===== config.mk =====
export PLATFORM = sky130hd
export DESIGN_NAME = rtcf_regs
export DESIGN_NICKNAME = d
export VERILOG_FILES = /design/src/rtcf_pkg.sv /design/src/rtcf_regs.sv /design/src/rtcf_bcd_step.sv
export VERILOG_INCLUDE_DIRS = /design/src
export SDC_FILE = /design/constraint.sdc
export NUM_CORES = 1
export LEC_CHECK = 0
export BUFFER_PORTS_ARGS = -buffer_cell sky130_fd_sc_hd__clkbuf_2
export CAP_MARGIN = 20
export CORE_MARGIN = 2
export CORE_UTILIZATION = 45
export DETAILED_ROUTE_END_ITERATION = 10
export MAX_ROUTING_LAYER = met4
export PLACE_DENSITY = 0.66
export SYNTH_ARGS = -nofsm -noshare
export SYNTH_HDL_FRONTEND = slang
export SYNTH_HIERARCHICAL = 1
export SYNTH_SLANG_ARGS = --single-unit
export TNS_END_PERCENT = 30

===== constraint.sdc =====
create_clock -name pclk -period 3 [get_ports pclk]
set_input_delay 0.15 -clock pclk [delete_from_list [all_inputs] [get_ports pclk]]
set_output_delay 0.15 -clock pclk [all_outputs]
set_load 0.005 [all_outputs]

===== src/rtcf_map.svh =====
// Register indices, field layouts and field limits of the RTC time fields.
// Assumes byte-wide registers placed one per 32-bit APB word.
`ifndef RTCF_MAP_SVH
`define RTCF_MAP_SVH

// Register indices; the byte address is four times the index
`define RTCF_IDX_SEC     4'h0
`define RTCF_IDX_MIN     4'h1
`define RTCF_IDX_HOUR    4'h2
`define RTCF_IDX_WDAY    4'h4
`define RTCF_IDX_DATE    4'h5
`define RTCF_IDX_FMT     4'h6
`define RTCF_IDX_PAGE    4'h8
`define RTCF_IDX_RSVD    4'hd

// Field widths
`define RTCF_SEC_W       7
`define RTCF_MIN_W       7
`define RTCF_HOUR_W      6
`define RTCF_WDAY_W      3
`define RTCF_DATE_W      6

// Field positions
`define RTCF_PM_BIT      5
`define RTCF_PAGE_BIT    0
`define RTCF_FMT_BIT     0

// Packed-BCD limits, held seven bits wide; the weekday top is three bits
`define RTCF_SEC_MAX     7'h59
`define RTCF_MIN_MAX     7'h59
`define RTCF_H24_MAX     7'h23
`define RTCF_H12_MAX     7'h11
`define RTCF_DATE_MAX    7'h31
`define RTCF_DATE_MIN    7'h01
`define RTCF_ZERO        7'h00
`define RTCF_WDAY_MAX    3'h6

// Reset value of the page select
`define RTCF_PAGE_RST    1'b0

`endif


===== src/rtcf_pkg.sv =====
// Types shared by the RTC time-field register block.
// Assumes rtcf_map.svh carries the numeric constants.
package rtcf_pkg;
   typedef logic [31:0] rtcf_data_t;
   typedef logic [3:0]  rtcf_idx_t;
   typedef logic [6:0]  rtcf_bcd_t;
   typedef enum logic {RTCF_BANK_TIME, RTCF_BANK_ALARM} rtcf_bank_e;
endpackage


===== src/rtcf_regs.sv =====
// RTC time and calendar field registers behind an APB slave, with a
// one-second counting chain for the live bank.
// Assumes tick is a one-cycle pulse synchronous to pclk, once per second.
//
// The implementer's own choices: the placing of the registers and the APB register port.
`timescale 1ns/1ns
`include "rtcf_map.svh"
module rtcf_regs #(
   parameter int ADDR_W = 12
) (
   input  wire logic               pclk,
   input  wire logic               presetn,
   input  wire logic               psel,
   input  wire logic               penable,
   input  wire logic               pwrite,
   input  wire logic [ADDR_W-1:0]  paddr,
   input  wire rtcf_pkg::rtcf_data_t pwdata,
   output rtcf_pkg::rtcf_data_t    prdata,
   output logic                    pready,
   output logic                    pslverr,
   input  wire logic               tick,
   output logic                    hour_format_select
);
   import rtcf_pkg::*;

   // The in-range test needs at least one address bit above the index
   if (ADDR_W < 7) begin : g_addr_w_check
      $error("rtcf_regs: ADDR_W must be at least 7");
   end

   rtcf_idx_t    idx;
   logic         in_range;
   logic         wr_acc;
   logic         rd_setup;
   rtcf_bank_e   page_reg;
   logic         fmt_reg;
   rtcf_data_t   prdata_reg;
   rtcf_data_t   rd_next;

   // Live bank
   logic [`RTCF_SEC_W-1:0]  tick_digits;
   logic [`RTCF_MIN_W-1:0]  second_tier_digits;
   logic [`RTCF_HOUR_W-1:0] day_part_digits;
   logic [`RTCF_WDAY_W-1:0] wday_reg;
   logic [`RTCF_DATE_W-1:0] month_position;
   // Alarm bank
   logic [`RTCF_MIN_W-1:0]  alm_min_reg;
   logic [`RTCF_HOUR_W-1:0] alm_hour_reg;
   logic [`RTCF_WDAY_W-1:0] alm_wday_reg;
   logic [`RTCF_DATE_W-1:0] alm_date_reg;

   // Step inputs: 0 sec, 1 min, 2 hour 24h, 3 date, 4 hour digits 12h
   rtcf_bcd_t step_cur [5];
   rtcf_bcd_t step_nxt [5];
   logic      step_wrap [5];
   rtcf_bcd_t step_lo  [5];
   rtcf_bcd_t step_hi  [5];

   assign step_cur[0] = tick_digits;
   assign step_cur[1] = second_tier_digits;
   assign step_cur[2] = {1'b0, day_part_digits};
   assign step_cur[3] = {1'b0, month_position};
   assign step_cur[4] = {2'b00, day_part_digits[4:0]};
   assign step_lo[0]  = `RTCF_ZERO;
   assign step_lo[1]  = `RTCF_ZERO;
   assign step_lo[2]  = `RTCF_ZERO;
   assign step_lo[3]  = `RTCF_DATE_MIN;
   assign step_lo[4]  = `RTCF_ZERO;
   assign step_hi[0]  = `RTCF_SEC_MAX;
   assign step_hi[1]  = `RTCF_MIN_MAX;
   assign step_hi[2]  = `RTCF_H24_MAX;
   assign step_hi[3]  = `RTCF_DATE_MAX;
   assign step_hi[4]  = `RTCF_H12_MAX;

   for (genvar g = 0; g < 5; g++) begin : g_step
      rtcf_bcd_step u_step (
         .cur  (step_cur[g]),
         .lo   (step_lo[g]),
         .hi   (step_hi[g]),
         .nxt  (step_nxt[g]),
         .wrap (step_wrap[g])
      );
   end

   logic min_carry;
   logic hour_carry;
   logic day_carry;
   logic hour_wrap;
   logic [`RTCF_HOUR_W-1:0] hour_next;

   assign min_carry  = tick && step_wrap[0];
   assign hour_carry = min_carry && step_wrap[1];

   always_comb begin
      if (fmt_reg) begin
         hour_next = step_nxt[2][5:0];
         hour_wrap = step_wrap[2];
      end else begin
         // AM 11 goes to PM 0; PM 11 goes to AM 0 and ends the day
         hour_next = {day_part_digits[`RTCF_PM_BIT] ^ step_wrap[4],
                      step_nxt[4][4:0]};
         hour_wrap = step_wrap[4] && day_part_digits[`RTCF_PM_BIT];
      end
   end

   assign day_carry = hour_carry && hour_wrap;

   // APB decode; every transfer completes with no wait state
   assign idx      = paddr[5:2];
   assign in_range = (paddr[ADDR_W-1:6] == '0) && (paddr[1:0] == 2'b00);
   assign wr_acc   = psel && penable && pwrite && in_range
                     && (idx != `RTCF_IDX_RSVD);
   assign rd_setup = psel && !penable && !pwrite;
   assign pready   = 1'b1;
   assign pslverr  = psel && penable
                     && (!in_range || idx == `RTCF_IDX_RSVD);
   assign prdata   = prdata_reg;
   assign hour_format_select = fmt_reg;

   always_ff @(posedge pclk or negedge presetn) begin
      if (!presetn) begin
         page_reg <= RTCF_BANK_TIME;
      end else if (wr_acc && idx == `RTCF_IDX_PAGE) begin
         page_reg <= rtcf_bank_e'(pwdata[`RTCF_PAGE_BIT]);
      end
   end

   // Format bit sits on the alarm page; no reset, like the fields
   always_ff @(posedge pclk) begin
      if (wr_acc && idx == `RTCF_IDX_FMT
          && page_reg == RTCF_BANK_ALARM) begin
         fmt_reg <= pwdata[`RTCF_FMT_BIT];
      end
   end

   // Live bank: counting chain, a software write wins for its field
   always_ff @(posedge pclk) begin
      if (tick) begin
         tick_digits <= step_nxt[0];
      end
      if (min_carry) begin
         second_tier_digits <= step_nxt[1];
      end
      if (hour_carry) begin
         day_part_digits <= hour_next;
      end
      if (day_carry) begin
         wday_reg <= (wday_reg == `RTCF_WDAY_MAX) ? 3'h0
                     : 3'(wday_reg + 3'h1);
         month_position <= step_nxt[3][5:0];
      end
      if (wr_acc && page_reg == RTCF_BANK_TIME) begin
         case (idx)
            `RTCF_IDX_SEC:  tick_digits <= pwdata[6:0];
            `RTCF_IDX_MIN:  second_tier_digits <= pwdata[6:0];
            `RTCF_IDX_HOUR: day_part_digits <= pwdata[5:0];
            `RTCF_IDX_WDAY: wday_reg <= pwdata[2:0];
            `RTCF_IDX_DATE: month_position <= pwdata[5:0];
            default: ;
         endcase
      end
   end

   // Alarm bank
   always_ff @(posedge pclk) begin
      if (wr_acc && page_reg == RTCF_BANK_ALARM) begin
         case (idx)
            `RTCF_IDX_MIN:  alm_min_reg <= pwdata[6:0];
            `RTCF_IDX_HOUR: alm_hour_reg <= pwdata[5:0];
            `RTCF_IDX_WDAY: alm_wday_reg <= pwdata[2:0];
            `RTCF_IDX_DATE: alm_date_reg <= pwdata[5:0];
            default: ;
         endcase
      end
   end

   // Read mux; upper bits of every field read as zero
   always_comb begin
      rd_next = '0;
      if (in_range) begin
         case (idx)
            `RTCF_IDX_SEC:
               if (page_reg == RTCF_BANK_TIME) begin
                  rd_next[6:0] = tick_digits;
               end
            `RTCF_IDX_MIN:
               rd_next[6:0] = (page_reg == RTCF_BANK_TIME)
                              ? second_tier_digits : alm_min_reg;
            `RTCF_IDX_HOUR:
               rd_next[5:0] = (page_reg == RTCF_BANK_TIME)
                              ? day_part_digits : alm_hour_reg;
            `RTCF_IDX_WDAY:
               rd_next[2:0] = (page_reg == RTCF_BANK_TIME)
                              ? wday_reg : alm_wday_reg;
            `RTCF_IDX_DATE:
               rd_next[5:0] = (page_reg == RTCF_BANK_TIME)
                              ? month_position : alm_date_reg;
            `RTCF_IDX_FMT:
               if (page_reg == RTCF_BANK_ALARM) begin
                  rd_next[`RTCF_FMT_BIT] = fmt_reg;
               end
            `RTCF_IDX_PAGE:
               rd_next[`RTCF_PAGE_BIT] = page_reg;
            default: rd_next = '0;
         endcase
      end
   end

   // Captured in the setup cycle so the access phase shows a stable word
   always_ff @(posedge pclk or negedge presetn) begin
      if (!presetn) begin
         prdata_reg <= '0;
      end else if (rd_setup) begin
         prdata_reg <= rd_next;
      end
   end

   property p_sec_top;
      @(posedge pclk) disable iff (!presetn)
      (rd_setup && in_range && idx == `RTCF_IDX_SEC)
      |=> (prdata[31:7] == '0)
          && (prdata[6:0] == ($past(page_reg == RTCF_BANK_TIME)
                              ? $past(tick_digits) : `RTCF_ZERO));
   endproperty
   a_sec_top: assert property (p_sec_top)
      else $error("seconds read shows bits above six");

   property p_alarm_min_write;
      @(posedge pclk) disable iff (!presetn)
      (wr_acc && idx == `RTCF_IDX_MIN && page_reg == RTCF_BANK_ALARM
       && !min_carry)
      |=> (second_tier_digits == $past(second_tier_digits))
          && (alm_min_reg == $past(pwdata[6:0]));
   endproperty
   a_alarm_min_write: assert property (p_alarm_min_write)
      else $error("alarm minute write misrouted");

   property p_h24_wrap;
      @(posedge pclk) disable iff (!presetn)
      (hour_carry && fmt_reg && day_part_digits == 6'h23 && !wr_acc)
      |=> (day_part_digits == 6'h00);
   endproperty
   a_h24_wrap: assert property (p_h24_wrap)
      else $error("24-hour wrap wrong");

   property p_h12_pm;
      @(posedge pclk) disable iff (!presetn)
      (hour_carry && !fmt_reg && day_part_digits == 6'h11 && !wr_acc)
      |=> (day_part_digits == 6'h20) && $stable(wday_reg);
   endproperty
   a_h12_pm: assert property (p_h12_pm)
      else $error("12-hour AM to PM step wrong");

   property p_wday_wrap;
      @(posedge pclk) disable iff (!presetn)
      (day_carry && wday_reg == 3'h6 && !wr_acc) |=> (wday_reg == 3'h0);
   endproperty
   a_wday_wrap: assert property (p_wday_wrap)
      else $error("weekday does not wrap to Sunday");

   property p_date_wrap;
      @(posedge pclk) disable iff (!presetn)
      (day_carry && month_position == 6'h31 && !wr_acc)
      |=> (month_position == 6'h01);
   endproperty
   a_date_wrap: assert property (p_date_wrap)
      else $error("day of month does not wrap to one");

   property p_page_read;
      @(posedge pclk) disable iff (!presetn)
      (rd_setup && in_range && idx == `RTCF_IDX_HOUR
       && page_reg == RTCF_BANK_ALARM)
      |=> (prdata[5:0] == $past(alm_hour_reg)) && (prdata[31:6] == '0);
   endproperty
   a_page_read: assert property (p_page_read)
      else $error("alarm page read shows wrong bank");

   property p_reset_page;
      @(posedge pclk)
      $rose(presetn) |-> (page_reg == RTCF_BANK_TIME) && (prdata == '0);
   endproperty
   a_reset_page: assert property (p_reset_page)
      else $error("page or read data not cleared by reset");
endmodule


===== src/rtcf_bcd_step.sv =====
// One packed-BCD counting step with wrap from a top value to a low value.
// Assumes the current value is valid BCD within the given limits.
`timescale 1ns/1ns
module rtcf_bcd_step
   import rtcf_pkg::*;
(
   input  wire rtcf_pkg::rtcf_bcd_t cur,
   input  wire rtcf_pkg::rtcf_bcd_t lo,
   input  wire rtcf_pkg::rtcf_bcd_t hi,
   output rtcf_pkg::rtcf_bcd_t      nxt,
   output logic                     wrap
);
   always_comb begin
      wrap = (cur == hi);
      if (wrap) begin
         nxt = lo;
      end else if (cur[3:0] == 4'h9) begin
         nxt = {3'(cur[6:4] + 3'h1), 4'h0};
      end else begin
         nxt = 7'(cur + 7'h01);
      end
   end
endmodule


==> flow_metrics.tcl, run 1 <==
set metrics [dict create \
    die_h_um 108.6 \
    end_kind "register" \
    fin_util 0.5189 \
    portBuffers 33 \
    drtIter0Drc 188 \
    grt_pass1_wl_um 18150 \
    r2r-start "day_part_digits[0]" \
    wire_per_inst_um 15.23 \
    fill_cells 1015 \
    hold_viol_final 0 \
    relSlewSlack 0.6235 \
    grt-ovfl-total 0 \
    status "completed" \
    crit_buf_inv 1 \
    clockRootBuffer "clkbuf_8" \
    wl_um 11260 \
    nNetsFinal 648 \
    crit_slowest_cell "dfxtp_1" \
    vias 3844 \
    startpoint_type "register" \
    cts_tree "built" \
    finalInstanceArea_sq_um 5575 \
    ir_worst_vdd_v 0.0002049 \
    dp_slack_ns 0.5243 \
    synth.cell_area_sq_um 4920 \
    crit_top_cell "mux2_2" \
    multi_input_area_sq_um 3319 \
    drv_cap 0 \
    clkTransAtPathRegs_ns 0.08 \
    fin_skew_ns 0.01325 \
    cp.required_ns 3.23 \
    die_x_um 108.6 \
    antenna_found_initial 1 \
    crit_arrival_ns 2.69 \
    ioPinCount 85 \
    drv_slew 0 \
    power.density_nw_per_um2 433.9 \
    ys_warn_count 6 \
    power.leakage_nw 2.378 \
    crit_family "simple AND/OR/NAND/NOR gates" \
    rows 38 \
    hold_start "pwdata[6]" \
    post-route-period-util 0.8186 \
    setup_viol 0 \
    slowest_delay_ns 0.42 \
    layout.area.seq_sq_um 1471 \
    placed_area_sq_um 5341 \
    period_minus_slack_ns 2.456 \
    postSynthCellCount 501 \
    timing.hold.ws_ns 0.01987 \
    via_per_inst 5.202 \
    clkLatencyLatePin_ns 0.35 \
    dp_hpwl_um 8317 \
    crit_path_start "day_part_digits[0]" \
    cts_made_buffers 9 \
    timing.final.ws_setup_ns 0.5442 \
    worstPathMaxFanout 8 \
    rsz0062_at_grt "no" \
    drive_gt1_frac 0.2692 \
    path_cells "xor2_2 -> nor4_2 -> nand4_2 -> inv_1 -> ha_1 -> mux2i_1 -> nor2_2 -> mux2_2 -> mux2_2" \
    ant_nets 0 \
    grt_max_degree 17 \
    crit_type "register to register" \
    clock_path_buffers 2 \
    firstDrtPassIters 5 \
    drc 0 \
    fmax_ghz 0.4072 \
    cts_resized 0 \
    grt_pass1_vias 3621 \
    start_util 0.4578 \
    coreArea_sq_um 10750 \
    htree_levels 3 \
    tns_ns 0 \
    worst_pin_slew_ns 0.5626 \
    gp_congestion 0.8246 \
    globalRouteTotalUtil 0.2075 \
    syn_avg_cell_area_sq_um 9.820 \
    die_area_sq_um 11790 \
    clock-sinks 60 \
    layout-area-overhead-vs-synth_pct 13.33 \
    hp-class "primary input to register" \
]
## worst paths after layout
kind | to | slack (ns) | cells past startpoint
worst max-delay path | month_position[0] | 0.54 | 9
worst min-delay path | alm_min_reg[6] | 0.02 | 1
worst max register to register | month_position[0] | 0.54 | 9
worst min register to register | prdata[4] | 0.50 | 2
max in group asynchronous | prdata[6] | 2.63 | 2
min in group asynchronous | prdata[5] | 0.18 | 2
## what timing repair did
action / in CTS / in global routing
hold endpoints to repair: 8 / 0
buffers inserted: 0 / 0
hold buffers: 1 / 0
## metal layers
layer	track usage	up-vias	routed length [um]
li1	-	1870	-
met1	0.2589	1834	4970
met2	0.3388	123	5477
met3	0.03797	17	637
met4	0.06960	0	172
met5	-	-	0
## final cells by class
class,count,area share
Multi-Input combinational cell,446,0.5954
Sequential cell,60,0.2639
Timing Repair Buffer,48,0.05027
Clock buffer,13,0.03232
Tap cell,140,0.03142
Inverter,28,0.01885
Clock inverter,3,0.007406
Antenna cell,1,0.0004488
## per-stage QoR
stage               power [mW]  std cells
finish                   2.419        739
global route             2.555        739
CTS                      2.428        738
detailed placement       1.628        721
global placement         1.607        721
floorplan                1.541        595
## report_power, final
part           switching (mW)  internal [mW]  total [mW]
logic                   0.262          0.326       0.588
clock network           0.328          0.479       0.807
registers               0.123          0.901        1.02
total                   0.713           1.71        2.42
## layout by cell type (no fill, tap or decap), types with 9 or more instances in the layout
cell,n
conb_1,96
mux2_2,70
mux2i_1,45
clkbuf_2,33
xnor2_1,32
dfxtp_1,29
inv_1,28
nand2_1,27
edfxtp_1,23
o21ai_0,22
xor2_1,15
buf_4,14
clkbuf_8,11
nor2_1,10
a21oi_1,9
(Power assumes the default switching activity.)
==> inputs of run 2 (changes only) <==
clock period = 2.6 ns   (was 3 ns; I/O delays follow)
==> run 2 against run 1 <==
  * Hold slack got worse by 0.0047 ns
  * Design area rose by 2.0%
  * Sequential power rose by 8%
==> flow_metrics.tcl, run 2 (same netlist as run 1, synthesis figures left out) <==
set metrics [dict create \
    status "completed" \
    relSlewSlack 0.6372 \
    final_cell_mix "conb_1 (96), mux2_2 (70), mux2i_1 (45)" \
    drive_gt1_frac 0.2820 \
    power.leakage_nw 2.446 \
    rows 38 \
    path_cells "xor2_1 -> nor4_2 -> nand4_2 -> inv_1 -> nand3_1 -> nor2_4 -> mux2_2 -> mux2_2" \
    fmax_ghz 0.4202 \
    crit_family "simple AND/OR/NAND/NOR gates" \
    hp-class "primary input to register" \
    clkTransAtPathRegs_ns 0.07 \
    clkLatencyLatePin_ns 0.35 \
    crit_top_cell "mux2_2" \
    ioPinCount 85 \
    setup_viol 0 \
    switching_share 0.2841 \
    post-route-period-util 0.9154 \
    startpoint_type "register" \
    grt_pass1_wl_um 18070 \
    gp_congestion 0.8258 \
    grt-ovfl-total 0 \
    drc 0 \
    layout-area-overhead-vs-synth_pct 15.59 \
    worstPathMaxFanout 8 \
    dp.cells 733 \
    crit_arrival_ns 2.61 \
    crit_buf_inv 1 \
    r2r-start "tick_digits[6]" \
    tns_ns 0 \
    antenna_cells 0 \
    cts_made_buffers 9 \
    cts_tree "built" \
    grt_max_degree 21 \
    net-switching-power_uw 842.6 \
    die_area_sq_um 11790 \
    ir_worst_vdd_v 0.0002736 \
    layoutNonFillerInstCount 750 \
    ff2ff_setup_slack_ns 0.22 \
    dp_hpwl_um 8283 \
    worst_pin_slew_ns 0.5422 \
    mostFrequentLayoutCell "conb_1" \
    antenna_found_initial 0 \
    clock-sinks 60 \
    seqPwrFrac 0.371 \
    die_h_um 108.6 \
    wire_per_inst_um 14.99 \
    vias 3854 \
    globalRouteTotalUtil 0.2052 \
    die_x_um 108.6 \
    comb_power_share 0.280 \
    fin_skew_ns 0.007495 \
    drtIter0Drc 199 \
    start_util 0.4578 \
    ant_nets 0 \
    drv_cap 0 \
    cp.required_ns 2.83 \
    crit_path_start "tick_digits[6]" \
    rsz0062_at_grt "no" \
    htree_levels 3 \
    intPower_mw 2.123 \
    clock_path_buffers 2 \
    pwr-share-clk 0.349 \
    grt_pass1_vias 3684 \
    portBuffers 33 \
    slowest_delay_ns 0.43 \
    power.density_nw_per_um2 521.5 \
    wl_um 11240 \
    end_kind "register" \
    crit_cells 8 \
    period_minus_slack_ns 2.380 \
    crit_slowest_cell "dfxtp_1" \
    post_cts_buffers 0 \
    clockRootBuffer "clkbuf_8" \
    timing.hold.ws_ns 0.01520 \
    coreArea_sq_um 10750 \
    rr_worst_depth 8 \
    via_per_inst 5.139 \
    crit_type "register to register" \
    nNetsFinal 660 \
    hold_viol_final 0 \
    firstDrtPassIters 4 \
    crit-reg2reg-capture "month_position[0]" \
    drv_slew 0 \
    endpoint "month_position[0]" \
]
==> run 2: timing repair <==
action                                  in CTS  in global routing
endpoints found under the setup margin       0                  5
gates resized for setup                      0                  1
endpoints found under the hold margin        8                  0
hold buffers                                 1                  0
==> run 2: cell type report <==
cell class,count,area [sq um]
clock buffers,11,141.4
clock inverters,5,98.84
fillers,941,5059
inverters,28,105.1
multi-input cells,446,3324
flip-flops and latches,60,1471
well taps,140,175.2
repair buffers,60,370.4
==> run 2: power groups by stage <==
stage / logic [mW] / clock network [mW] / registers [mW]
6_report: 0.831 / 1.03 / 1.10
5_1_grt: 0.916 / 1.09 / 1.11
4_1_cts: 0.825 / 1.05 / 1.10
3_5_place_dp: 0.821 / 0 / 1.12
3_3_place_gp: 0.796 / 0 / 1.12
2_1_floorplan: 0.666 / 0 / 1.11
==> run 2: how the worst min path moves through the flow <==
stage,from,depth (start not counted),endpoint,slack (ns)
global route,pwdata[6],1,alm_min_reg[6],0.02
CTS,pwdata[6],1,alm_min_reg[6],0.008
global placement,presetn,1,prdata[2],-0.02
detailed placement,presetn,1,prdata[1],-0.02
floorplan,presetn,0,page_reg,-0.17
finish,pwdata[6],1,alm_min_reg[6],0.02
==> run 2: worst register-to-register path, stage by stage, from the launching register on <==
cell	delay [ns]
dfxtp_1	0.43
xor2_1	0.12
nor4_2	0.31
nand4_2	0.17
inv_1	0.10
nand3_1	0.19
nor2_4	0.32
mux2_2	0.37
mux2_2	0.26
==> run 2: through the flow <==
step	worst slack [ns]	utilization	area (sq um)	total power, mW
global placement	0.1915	0.5055	5431	1.914
finish	0.2200	0.5292	5687	2.965
CTS	0.1115	0.5288	5682	2.975
detailed placement	0.1257	0.5055	5431	1.941
global route	0.03823	0.5292	5687	3.117
floorplan	0.1995	-	5273	1.778
==> run 2: per-layer routing <==
| layer | GRT usage | wire length (um) | up-vias |
|---|---|---|---|
| met5 | - | 0 | - |
| met1 | 0.2663 | 5176 | 1819 |
| met4 | 0.06685 | 152 | 0 |
| met2 | 0.3317 | 5256 | 129 |
| li1 | - | - | 1891 |
| met3 | 0.02652 | 654 | 15 |
==> inputs of run 3 (changes only) <==
PLACE_DENSITY = 0.69   (was 0.66)
clock period = 2.08 ns   (was 2.6 ns; I/O delays follow)
==> run 3 against run 2 <==
  * The run now ends with negative setup slack left
  * Die area stayed put
  * Power up 23%
  * Register-to-register slack got worse by 0.25 ns
  * Cell count rose by 2.8%
  * Clock skew grew 0.0077 ns
  * Critical path type unchanged
  * Largest power group unchanged
  * Highest routed layer unchanged
==> flow_metrics.tcl, run 3 (same netlist as run 1, synthesis figures left out) <==
set metrics [dict create \
    rsz0062_at_grt "yes" \
    highest_layer "met4" \
    die_area_sq_um 11790 \
    drc 0 \
    hold_start "pwdata[2]" \
    grt-ovfl-total 0 \
    drv_slew 0 \
    crit_top_cell "mux2_4" \
    final_cell_mix "conb_1 (96), mux2_2 (61), mux2i_1 (44)" \
    hp-class "primary input to register" \
    tns_ns -0.1634 \
    ant_nets 0 \
    period_minus_slack_ns 2.112 \
    layout.area.seq_sq_um 1499 \
    gp_congestion 0.8090 \
    cts_made_buffers 9 \
    start_util 0.4578 \
    clock_path_buffers 2 \
    routed-wl-met2_um 5627 \
    post-route-period-util 1.015 \
    antenna_cells 0 \
    mostFrequentLayoutCell "conb_1" \
    timing.final.ws_setup_ns -0.03218 \
    coreArea_sq_um 10750 \
    r2r-start "day_part_digits[0]" \
    die_x_um 108.6 \
    die_h_um 108.6 \
    fmax_ghz 0.4734 \
    setup_viol 7 \
    wl_met1_um 5217 \
    dp_hpwl_um 8638 \
    clkTransAtPathRegs_ns 0.07 \
    cts_tree "built" \
    grt_max_degree 21 \
    drv_cap 0 \
    clockRootBuffer "clkbuf_8" \
    relSlewSlack 0.5990 \
    worst_pin_slew_ns 0.5993 \
    slowest_delay_ns 0.36 \
    worstPathMaxFanout 7 \
    clkLatencyLatePin_ns 0.35 \
    crit_slowest_cell "dfxtp_4" \
    antenna_found_initial 0 \
    crit_family "multiplexers" \
    wire_per_inst_um 15.01 \
    drtIter0Drc 220 \
    ioPinCount 85 \
    grt_pass1_vias 3905 \
    power.leakage_nw 2.547 \
    crit_buf_inv 2 \
    path_cells "xor2_2 -> nor4_2 -> nand4_2 -> inv_2 -> ha_4 -> mux2i_4 -> nor2_4 -> buf_12 -> mux2_4 -> mux2_4" \
    wl_met3_um 576 \
    globalRouteTotalUtil 0.2137 \
    drive_gt1_frac 0.3360 \
    rows 38 \
    ir_worst_vdd_v 0.0003459 \
    hold_viol_final 0 \
    via_per_inst 5.160 \
    vias 3978 \
    layout-area-overhead-vs-synth_pct 21.92 \
    fin_util 0.5582 \
    end_kind "register" \
    crit_type "register to register" \
    status "finished with violations" \
    clock-sinks 60 \
    crit_path_start "day_part_digits[0]" \
    startpoint_type "register" \
    grt_pass1_wl_um 18960 \
    power.density_nw_per_um2 606.5 \
    portBuffers 33 \
    crit_arrival_ns 2.34 \
    wl_um 11570 \
    htree_levels 3 \
    fin_skew_ns 0.01521 \
    fill_cells 958 \
    nNetsFinal 681 \
    firstDrtPassIters 4 \
    multi_input_area_sq_um 3413 \
    cp.required_ns 2.31 \
    violations "negative setup slack" \
]
[run 3: through the flow]
| step | hold slack, ns | area (sq um) | instances | power [mW] | setup WS (ns) |
|---|---|---|---|---|---|
| final | 0.08003 | 5998 | 771 | 3.638 | -0.03218 |
| after global routing | 0.09299 | 5998 | 771 | 3.821 | -0.1539 |
| after CTS | 0.08589 | 5943 | 769 | 3.638 | -0.03409 |
| after detailed placement | -0.03976 | 5665 | 749 | 2.450 | -0.09176 |
| after global placement | -0.04858 | 5665 | 749 | 2.412 | -0.02301 |
| after floorplan | -0.1916 | 5354 | 595 | 2.240 | 0.002242 |
[run 3: area by class of cell]
type | count | area share
clock buffers | 11 | 0.02357
clock inverters | 5 | 0.01272
inverters | 28 | 0.01752
multi-input cells | 446 | 0.5690
flip-flops and latches | 60 | 0.2499
well taps | 140 | 0.02920
repair buffers | 81 | 0.09804
[run 3: path summary, 6_finish.rpt]
check,endpoint,slack (ns),cells after the start
min in group asynchronous,prdata[6],0.12,2
max in group asynchronous,prdata[2],1.77,2
worst max-delay path,wday_reg[0],-0.03,10
worst min-delay path,alm_date_reg[2],0.08,1
worst max register to register,wday_reg[0],-0.03,10
worst min register to register,prdata[6],0.49,2
[run 3: power breakdown]
part / total, mW / switching [mW] / internal, mW
sequential: 1.42 / 0.109 / 1.31
clock: 1.19 / 0.489 / 0.702
combinational: 1.03 / 0.479 / 0.551
[run 3: timing repair]
action | 4_1_cts | 5_1_grt
endpoints found under the hold margin | 9 | 0
cloned | 0 | 0
hold buffers | 2 | 0
setup endpoints to repair | 10 | 22
buffers inserted | 2 | 2
resized for setup | 3 | 13
pin swaps | 4 | 5
[run 3: layer usage]
layer,vias to the layer above,track usage
li1,1934,-
met1,1906,0.2736
met2,122,0.3603
met3,16,0.02411
met4,0,0.05403
met5,-,-
[run 3: worst reg2reg max path: cells and delay by family (launching register included)]
family | cells | cell delay [ns]
xor gates and xnor gates | 1 | 0.07
adders and majority gates | 1 | 0.13
muxes | 3 | 0.62
DFF | 1 | 0.36
and+or+nand+nor | 3 | 0.59
buffers and inverters | 2 | 0.22
